### src/rtl/msdff_unused_none.sv
`timescale 1ns/1ps
`default_nettype none
`default_nettype wire

### src/include/msdff_pkg.sv
`default_nettype none
package msdff_pkg;

  // ****************************************
  // Pin synchroniser
  // ****************************************
  localparam int SYNC_STAGES = 3;
  localparam int PIN_COUNT   = 5;

  // Bit positions of the pins in the synchroniser vector
  localparam int PIN_CLK1   = 0;
  localparam int PIN_CLK2   = 1;
  localparam int PIN_DATA   = 2;
  localparam int PIN_PRESET = 3;
  localparam int PIN_CLEAR  = 4;

  // ****************************************
  // Reset values
  // ****************************************
  localparam logic SYNC_RST   = 1'h0;
  localparam logic MASTER_RST = 1'h0;
  localparam logic SLAVE_RST  = 1'h0;
  localparam logic CLK_RST    = 1'h0;

endpackage
`default_nettype wire

### src/include/msdff_sync_if.sv
`timescale 1ns/1ps
`default_nettype none
interface msdff_sync_if #(
  parameter int W = 5
);
  logic [W-1:0] raw;
  logic [W-1:0] clean;

  modport filt (input raw, output clean);
  modport user (output raw, input clean);
endinterface
`default_nettype wire

### src/rtl/msdff_pin_sync.sv
`timescale 1ns/1ps
`default_nettype none
module msdff_pin_sync #(
  parameter int W      = msdff_pkg::PIN_COUNT,
  parameter int STAGES = msdff_pkg::SYNC_STAGES
) (
  // Clock and reset
  input  wire logic        ref_clk,
  input  wire logic        rst,
  // Pins in, filtered levels out
  msdff_sync_if.filt       sig
);

  // ****************************************
  // One chain per pin
  // ****************************************
  for (genvar i = 0; i < W; i++) begin : g_bit
    logic [STAGES-1:0] stage_reg;
    logic              clean_reg;

    always_ff @(posedge ref_clk or posedge rst) begin
      if (rst) begin
        stage_reg <= {STAGES{msdff_pkg::SYNC_RST}};
      end else begin
        stage_reg <= {stage_reg[STAGES-2:0], sig.raw[i]};
      end
    end

    // First stage is left alone; only the later two vote
    always_ff @(posedge ref_clk or posedge rst) begin
      if (rst) begin
        clean_reg <= msdff_pkg::SYNC_RST;
      end else if (stage_reg[STAGES-2] == stage_reg[STAGES-1]) begin
        clean_reg <= stage_reg[STAGES-2];
      end
    end

    assign sig.clean[i] = clean_reg;
  end

endmodule // msdff_pin_sync
`default_nettype wire

### src/rtl/msdff_top.sv
// Summary of operation
// - Both clock pins low: data loads master only, output holds.
// - Rising edge of OR of clock pins copies master into output stage.
// - Either clock pin high: master frozen, data ignored, output holds.
// - Preset and clear act without any clock edge and override clock and data.
// - Preset alone forces output high, clear alone low, both drive q and q_n low.
`timescale 1ns/1ps
`default_nettype none
module msdff_top (
  // Clock and reset
  input  wire logic ref_clk,
  input  wire logic rst,
  // Clock pins
  input  wire logic first_clock_in,
  input  wire logic second_clock_in,
  // Data and asynchronous controls
  input  wire logic data_in,
  input  wire logic preset_in,
  input  wire logic clear_in,
  // Outputs
  output var  logic q,
  output var  logic q_n
);

  // ****************************************
  // Pin synchronisers
  // ****************************************
  msdff_sync_if #(.W(msdff_pkg::PIN_COUNT)) pins ();

  assign pins.raw[msdff_pkg::PIN_CLK1]   = first_clock_in;
  assign pins.raw[msdff_pkg::PIN_CLK2]   = second_clock_in;
  assign pins.raw[msdff_pkg::PIN_DATA]   = data_in;
  assign pins.raw[msdff_pkg::PIN_PRESET] = preset_in;
  assign pins.raw[msdff_pkg::PIN_CLEAR]  = clear_in;

  msdff_pin_sync #(
    .W      (msdff_pkg::PIN_COUNT),
    .STAGES (msdff_pkg::SYNC_STAGES)
  ) u_sync (
    .ref_clk (ref_clk),
    .rst     (rst),
    .sig     (pins.filt)
  );

  logic eff_clk;
  logic d_clean;
  logic pre_clean;
  logic clr_clean;
  logic eff_clk_reg;
  logic clk_rise;
  logic master_reg;
  logic slave_reg;
  logic slave_n_reg;

  // ****************************************
  // Effective clock and its edge
  // ****************************************
  // Clocks are ORed
  assign eff_clk   = pins.clean[msdff_pkg::PIN_CLK1] | pins.clean[msdff_pkg::PIN_CLK2];
  assign d_clean   = pins.clean[msdff_pkg::PIN_DATA];
  assign pre_clean = pins.clean[msdff_pkg::PIN_PRESET];
  assign clr_clean = pins.clean[msdff_pkg::PIN_CLEAR];
  assign clk_rise  = eff_clk & ~eff_clk_reg;

  always_ff @(posedge ref_clk or posedge rst) begin
    if (rst) begin
      eff_clk_reg <= msdff_pkg::CLK_RST;
    end else begin
      eff_clk_reg <= eff_clk;
    end
  end

  // ****************************************
  // Master stage
  // ****************************************
  always_ff @(posedge ref_clk or posedge rst) begin
    if (rst) begin
      master_reg <= msdff_pkg::MASTER_RST;
    end else if (!eff_clk) begin
      master_reg <= d_clean;
    end
  end

  // ****************************************
  // Slave stage
  // ****************************************
  // Controls are checked every cycle, not only at a clock edge, so a
  // preset or clear lands even while the clock pins stand still.
  // With both controls high the output is driven low on both rails.
  always_ff @(posedge ref_clk or posedge rst) begin
    if (rst) begin
      slave_reg   <= msdff_pkg::SLAVE_RST;
      slave_n_reg <= ~msdff_pkg::SLAVE_RST;
    end else if (pre_clean || clr_clean) begin
      slave_reg   <= pre_clean & ~clr_clean;
      slave_n_reg <= clr_clean & ~pre_clean;
    end else if (clk_rise) begin
      slave_reg   <= master_reg;
      slave_n_reg <= ~master_reg;
    end
  end

  assign q   = slave_reg;
  assign q_n = slave_n_reg;
endmodule // msdff_top
`default_nettype wire

### config.mk
export PLATFORM = sky130hd
export DESIGN_NAME = msdff_top
export DESIGN_NICKNAME = d
export VERILOG_FILES = /design/src/rtl/msdff_unused_none.sv /design/src/include/msdff_pkg.sv /design/src/include/msdff_sync_if.sv /design/src/rtl/msdff_pin_sync.sv /design/src/rtl/msdff_top.sv
export SDC_FILE = /design/constraint.sdc
export NUM_CORES = 1
export LEC_CHECK = 0
export BUFFER_PORTS_ARGS = -buffer_cell sky130_fd_sc_hd__buf_4
export CELL_PAD_IN_SITES_DETAIL_PLACEMENT = 2
export CELL_PAD_IN_SITES_GLOBAL_PLACEMENT = 2
export CORE_ASPECT_RATIO = 0.9
export CORE_MARGIN = 1.5
export CORE_UTILIZATION = 35
export CTS_CLUSTER_SIZE = 10
export DETAILED_ROUTE_END_ITERATION = 8
export PLACE_DENSITY = 0.77
export RECOVER_POWER = 25
export SETUP_SLACK_MARGIN = 0.5
export SYNTH_ARGS = -nofsm -noshare
export SYNTH_HDL_FRONTEND = slang
export SYNTH_SLANG_ARGS = --single-unit
### constraint.sdc
create_clock -name ref_clk -period 1.85 [get_ports ref_clk]
set_input_delay 0.555 -clock ref_clk [delete_from_list [all_inputs] [get_ports ref_clk]]
set_output_delay 0.555 -clock ref_clk [all_outputs]
set_load 0.01 [all_outputs]
**After elaboration in Yosys (flattened, before gate mapping)**

Index checks and enable logic that the tools add are counted.

- Bits in registers: 24
- Logic and storage cells: 33
- Output and inout port bits: 2

- Equal/unequal tests: 5
- Bitwise logic cells: 8
- Mux-type cells: 4
- Reductions and logical operators: 2

Operator list:

| cell | count |
|---|---|
| $eq A1 B1 Y1 | 5 |
| $mux W1 | 4 |
| $not A1 Y1 | 4 |
| $and A1 B1 Y1 | 3 |
| $reduce_bool A2 Y1 | 1 |
| $logic_or A1 B1 Y1 | 1 |
| $or A1 B1 Y1 | 1 |

**Depth between registers and ports, before layout**

- Depth in word-level cells: 4
- Mapped depth: 3

**Hierarchy**

Synthesis repeated with hierarchy kept, for this count alone.

- Cell total of the unflattened synthesis: 46
- Area, all modules: 770.7 um^2

Modules (own cells, without submodules):

| module | area an instance (um^2) | cells an instance | seq. area each (um^2) | times used |
|---|---|---|---|---|
| msdff_pin_sync | 598.1 | 31 | 500.5 | 1 |
| msdff_top | 172.7 | 15 | 101.3 | 1 |

**Worst setup path before layout**

No wires, ideal clock.

- Kind: flip-flop to output port
- Start point: register slave_n_reg (netlist: q_n)
- End point: output q_n
- Stages on the path, launching flop included: 1
- Required time: 1295 ps
- Path slack: 759 ps
- Data arrival time: 536 ps
- Path through: dfstp_2

RTL lines:

| what | RTL line | source |
|---|---|---|
| start: declaration | msdff_top.sv:53 | `logic slave_n_reg;` |
| start signal: assignment | msdff_top.sv:93 | `slave_n_reg <= ~msdff_pkg::SLAVE_RST;` |
| start signal: assignment | msdff_top.sv:96 | `slave_n_reg <= clr_clean & ~pre_clean;` |
| start signal: assignment | msdff_top.sv:99 | `slave_n_reg <= ~master_reg;` |
| end: declaration | msdff_top.sv:22 | `output var logic q_n` |

No word-level cell between the ends.

**Worst setup path after layout**

- Start point: register slave_n_reg (netlist: q_n)
- End point: output q_n

No word-level cell between the ends.

==> run summary <==
The wire length of the first global-routing pass came out at about 1.7 mm. In this run, CTS created clock tree buffers numbering 3. The final cell area excluding filler cells is 884.6 µm². The pin slew with the least headroom to its limit is 0.4458 ns.

The total negative setup slack came out at 0 ns. The post-route total power is 944.9 µW. No sink is reached through more buffers than the 2 on the longest clock path.

The cell area that synthesis handed to floorplanning was 734.5 µm². The overall fraction of global-route tracks in use is 0.1005. The finished layout holds 79 standard cells, fillers aside. Wires add up to roughly 1 mm.

The hold violation count in the final report is 0. The worst hold slack across all endpoints is 0.2428 ns. The number of setup violations in the final report came out at 0. Counting instances in the post-synthesis netlist gives the leading cell types as sky130_fd_sc_hd__dfrtp_1, sky130_fd_sc_hd__maj3_1, sky130_fd_sc_hd__inv_1. The share of synthesized registers carrying an async set or reset is 1.000.

The sequential cell area in the final layout is 601.8 µm². TritonCTS built the clock tree. The layout-stage area growth over the synthesis result came out at 20.44%. The area of the placeable core came out at approximately 2000 µm². The top cell family by delay on the critical path is flip-flops. The initial core utilization is 0.3763.

The worst path required time came out at about 1.3 ns. The maximum resistive drop on vdd came out at 0.0004858 V. The buffers plus inverters on the worst setup path came out at 1.

The number of vias in the routed layout came out at between 300 and 400. Once detailed placement completed, the half-perimeter wirelength came to roughly 800 µm. The time the final worst path needs with I/O delays and setup came out at roughly 1.5 ns.

The maximum number of pins on one net before global-route repair is 14. The maximum clock rate came out at 0.6671 GHz. The post-detailed-route wirelength per cell came out at 12.66 µm. A synthesized cell averages 18.36 µm². The number of enable flip-flop cells after synthesis is 0. The worst setup path is of the reg2out kind. The count of nets after finishing is 62. In this run the static leakage power is 0.3923 nW. The power per unit of standard cell area is 1068 nW/µm². Setup repair after global routing could not meet its margin everywhere. The post-route core utilization is 0.4532. STA classifies the critical path endpoint as an output pin. When the netlist entered floorplanning its net count stood at 47. The worst hold path belongs to the class in2async.

The portion of synthesized cell area occupied by the leading cell type came out at 0.7836. The detailed-router iteration count before antenna repair came out at 1. The clock input transition at the sequential cells of the worst setup and hold paths is 0.12 ns. The most common flop cell mapped by yosys is sky130_fd_sc_hd__dfrtp_1. Ranked by total cell area, the synthesized netlist is headed by sky130_fd_sc_hd__dfrtp_1, sky130_fd_sc_hd__maj3_1, sky130_fd_sc_hd__dfstp_2. In the finished design, the share of the clock period the worst path needs comes to 0.8103. The number of global-route vias before repair is between 400 and 500. For this run, the register share of the synthesized area comes to 0.8194. The data arrival time of the worst path came out at 0.94 ns. Routability-driven placement finished with a final weighted congestion of 0.6571. The fraction of final layout cells sized beyond drive strength 1 is 0.3519.

Along the worst path, the maximum fanout reaches 2. The die height came out at 46.46 µm. The repair_antennas step left the layout with diodes totalling 0. The max-slew violation count is 0. Timing analysis after detailed placement gives a worst setup slack of 0.6637 ns. The placed instances occupy a cell area of 833.3 µm². Including well taps, the total number of placed cells is 74. The top-level port count is 9. The die covers 2382 µm². The overall die width is 51.29 µm. The detailed-route DRC error count is 0. The worst register-to-register path begins at u_sync.g_bit[1].clean_reg$_DFFE_PP0N_. The unique cell type count in the Yosys netlist is 11. Among all stages on the critical path, the largest delay is contributed by sky130_fd_sc_hd__dfstp_2. The flip-flop count of the largest register, all copies and words added is 15.

The critical path startpoint category is a flop. The post-detailed-route via-to-cell ratio came out at 4.468. The number of warning messages in the yosys log came out at 0. The run finished with clean final reports. The cell sitting at the root of the clock tree is a sky130_fd_sc_hd__clkbuf_4. The number of antenna violations at the first check in global routing came out at 0. Counting the fill cells in the layout gives about 200. The largest clock skew in the final design came out at 0.005790 ns. Traced cell by cell, the critical path runs through buf_6. The aggregate global routing overflow is 0.

The total number of placement rows came out at 15. Max-cap violations in this run came to 0. The worst slew margin relative to its limit came out at 0.7025. The count of buffers added on input and output ports is 8.

Tracing the worst setup path back leads to its startpoint at q_n$_DFFE_PP1P_. The post-synthesis register bit count is 24. The synthesized design spends more area on one cell type than any other, namely sky130_fd_sc_hd__dfrtp_1. The final setup slack of the worst path came out at 0.3510 ns. The number of clock sinks seen by CTS came out at 24. The detailed router's first-iteration violation count came out at 0. The multi-input logic area is 121.4 µm².

In this design, the stage delay of the slowest critical-path cell is 0.56 ns. The maximum level of the CTS H-tree is 1. The insertion delay of the later-clocked pin in the worst-skew pair is 0.30 ns. Among all cell types in the netlist, the one instantiated most often is sky130_fd_sc_hd__dfrtp_1. The post-synthesis cell count came out at 40. The count of nets left with antenna violations once routing finished came out at 0.
worst reg2reg max path, cell delays in order, from the launching register on:
cell                      delay, ns
sky130_fd_sc_hd__dfrtp_1       0.42
sky130_fd_sc_hd__nor2_1        0.21
sky130_fd_sc_hd__mux2_2        0.36
path summary, 6_finish.rpt:
kind	end	slack, ns	cells after the start
worst max register to register	master_reg$_DFFE_PP0N_	0.75	2
worst min-delay path	u_sync.g_bit[0].stage_reg[0]$_DFF_PP0_	0.24	2
min in group ref_clk	u_sync.g_bit[3].stage_reg[1]$_DFF_PP0_	0.36	0
max in group asynchronous	u_sync.g_bit[2].stage_reg[1]$_DFF_PP0_	1.06	3
worst min register to register	u_sync.g_bit[3].stage_reg[1]$_DFF_PP0_	0.36	0
worst max-delay path	q_n	0.35	1
cells by family (layout without fill, tap and decap cells):
kind of cell	count (synthesis)	count (layout)	share of synthesized area
AOI/OAI and AO/OA	5	5	0.06303
adders and majority gates	5	5	0.06815
buffers and inverters	3	17	0.01533
DFF	24	24	0.8194
muxes	1	1	0.01533
and+or+nand+nor	2	2	0.01873
placed cells by master (no fill, tap or decap):
cell type / count
sky130_fd_sc_hd__a21oi_1: 2
sky130_fd_sc_hd__a311oi_2: 1
sky130_fd_sc_hd__buf_4: 3
sky130_fd_sc_hd__buf_6: 2
sky130_fd_sc_hd__clkbuf_4: 8
sky130_fd_sc_hd__clkbuf_8: 1
sky130_fd_sc_hd__dfrtp_1: 23
sky130_fd_sc_hd__dfstp_2: 1
sky130_fd_sc_hd__inv_1: 3
sky130_fd_sc_hd__maj3_1: 5
sky130_fd_sc_hd__mux2_2: 1
sky130_fd_sc_hd__nor2_1: 1
sky130_fd_sc_hd__nor3_2: 1
sky130_fd_sc_hd__o21ai_0: 1
sky130_fd_sc_hd__o21ba_4: 1
where the power goes:
| part | leakage (nW) | switching [mW] | total [mW] | internal, mW |
|---|---|---|---|---|
| Combinational | 0.0930 | 0.0349 | 0.0869 | 0.0520 |
| Sequential | 0.278 | 0.0296 | 0.600 | 0.570 |
| Clock | 0.0210 | 0.139 | 0.258 | 0.120 |
metal layers:
| layer | global-route usage | wire length [µm] | vias to the layer above |
|---|---|---|---|
| met1 | 0.1111 | 414 | 181 |
| met2 | 0.1818 | 538 | 9 |
| met5 | 0 | 0 | - |
| met3 | 0.01948 | 42 | 2 |
| li1 | - | - | 161 |
| met4 | 0.06316 | 5 | 0 |
repair_timing:
| item | in CTS | in global routing |
|---|---|---|
| endpoints found under the setup margin | 2 | 2 |
| gates resized for setup | 2 | 0 |
| cloned | 0 | 0 |
| buffers inserted | 1 | 0 |
| hold buffers | 0 | 0 |
cell type report:
class,instances,area share
flip-flops and latches,24,0.6803
multi-input cells,13,0.1372
repair buffers,10,0.09335
clock buffers,4,0.04102
well taps,25,0.03536
inverters,3,0.01273
(Power assumes the default switching activity.)
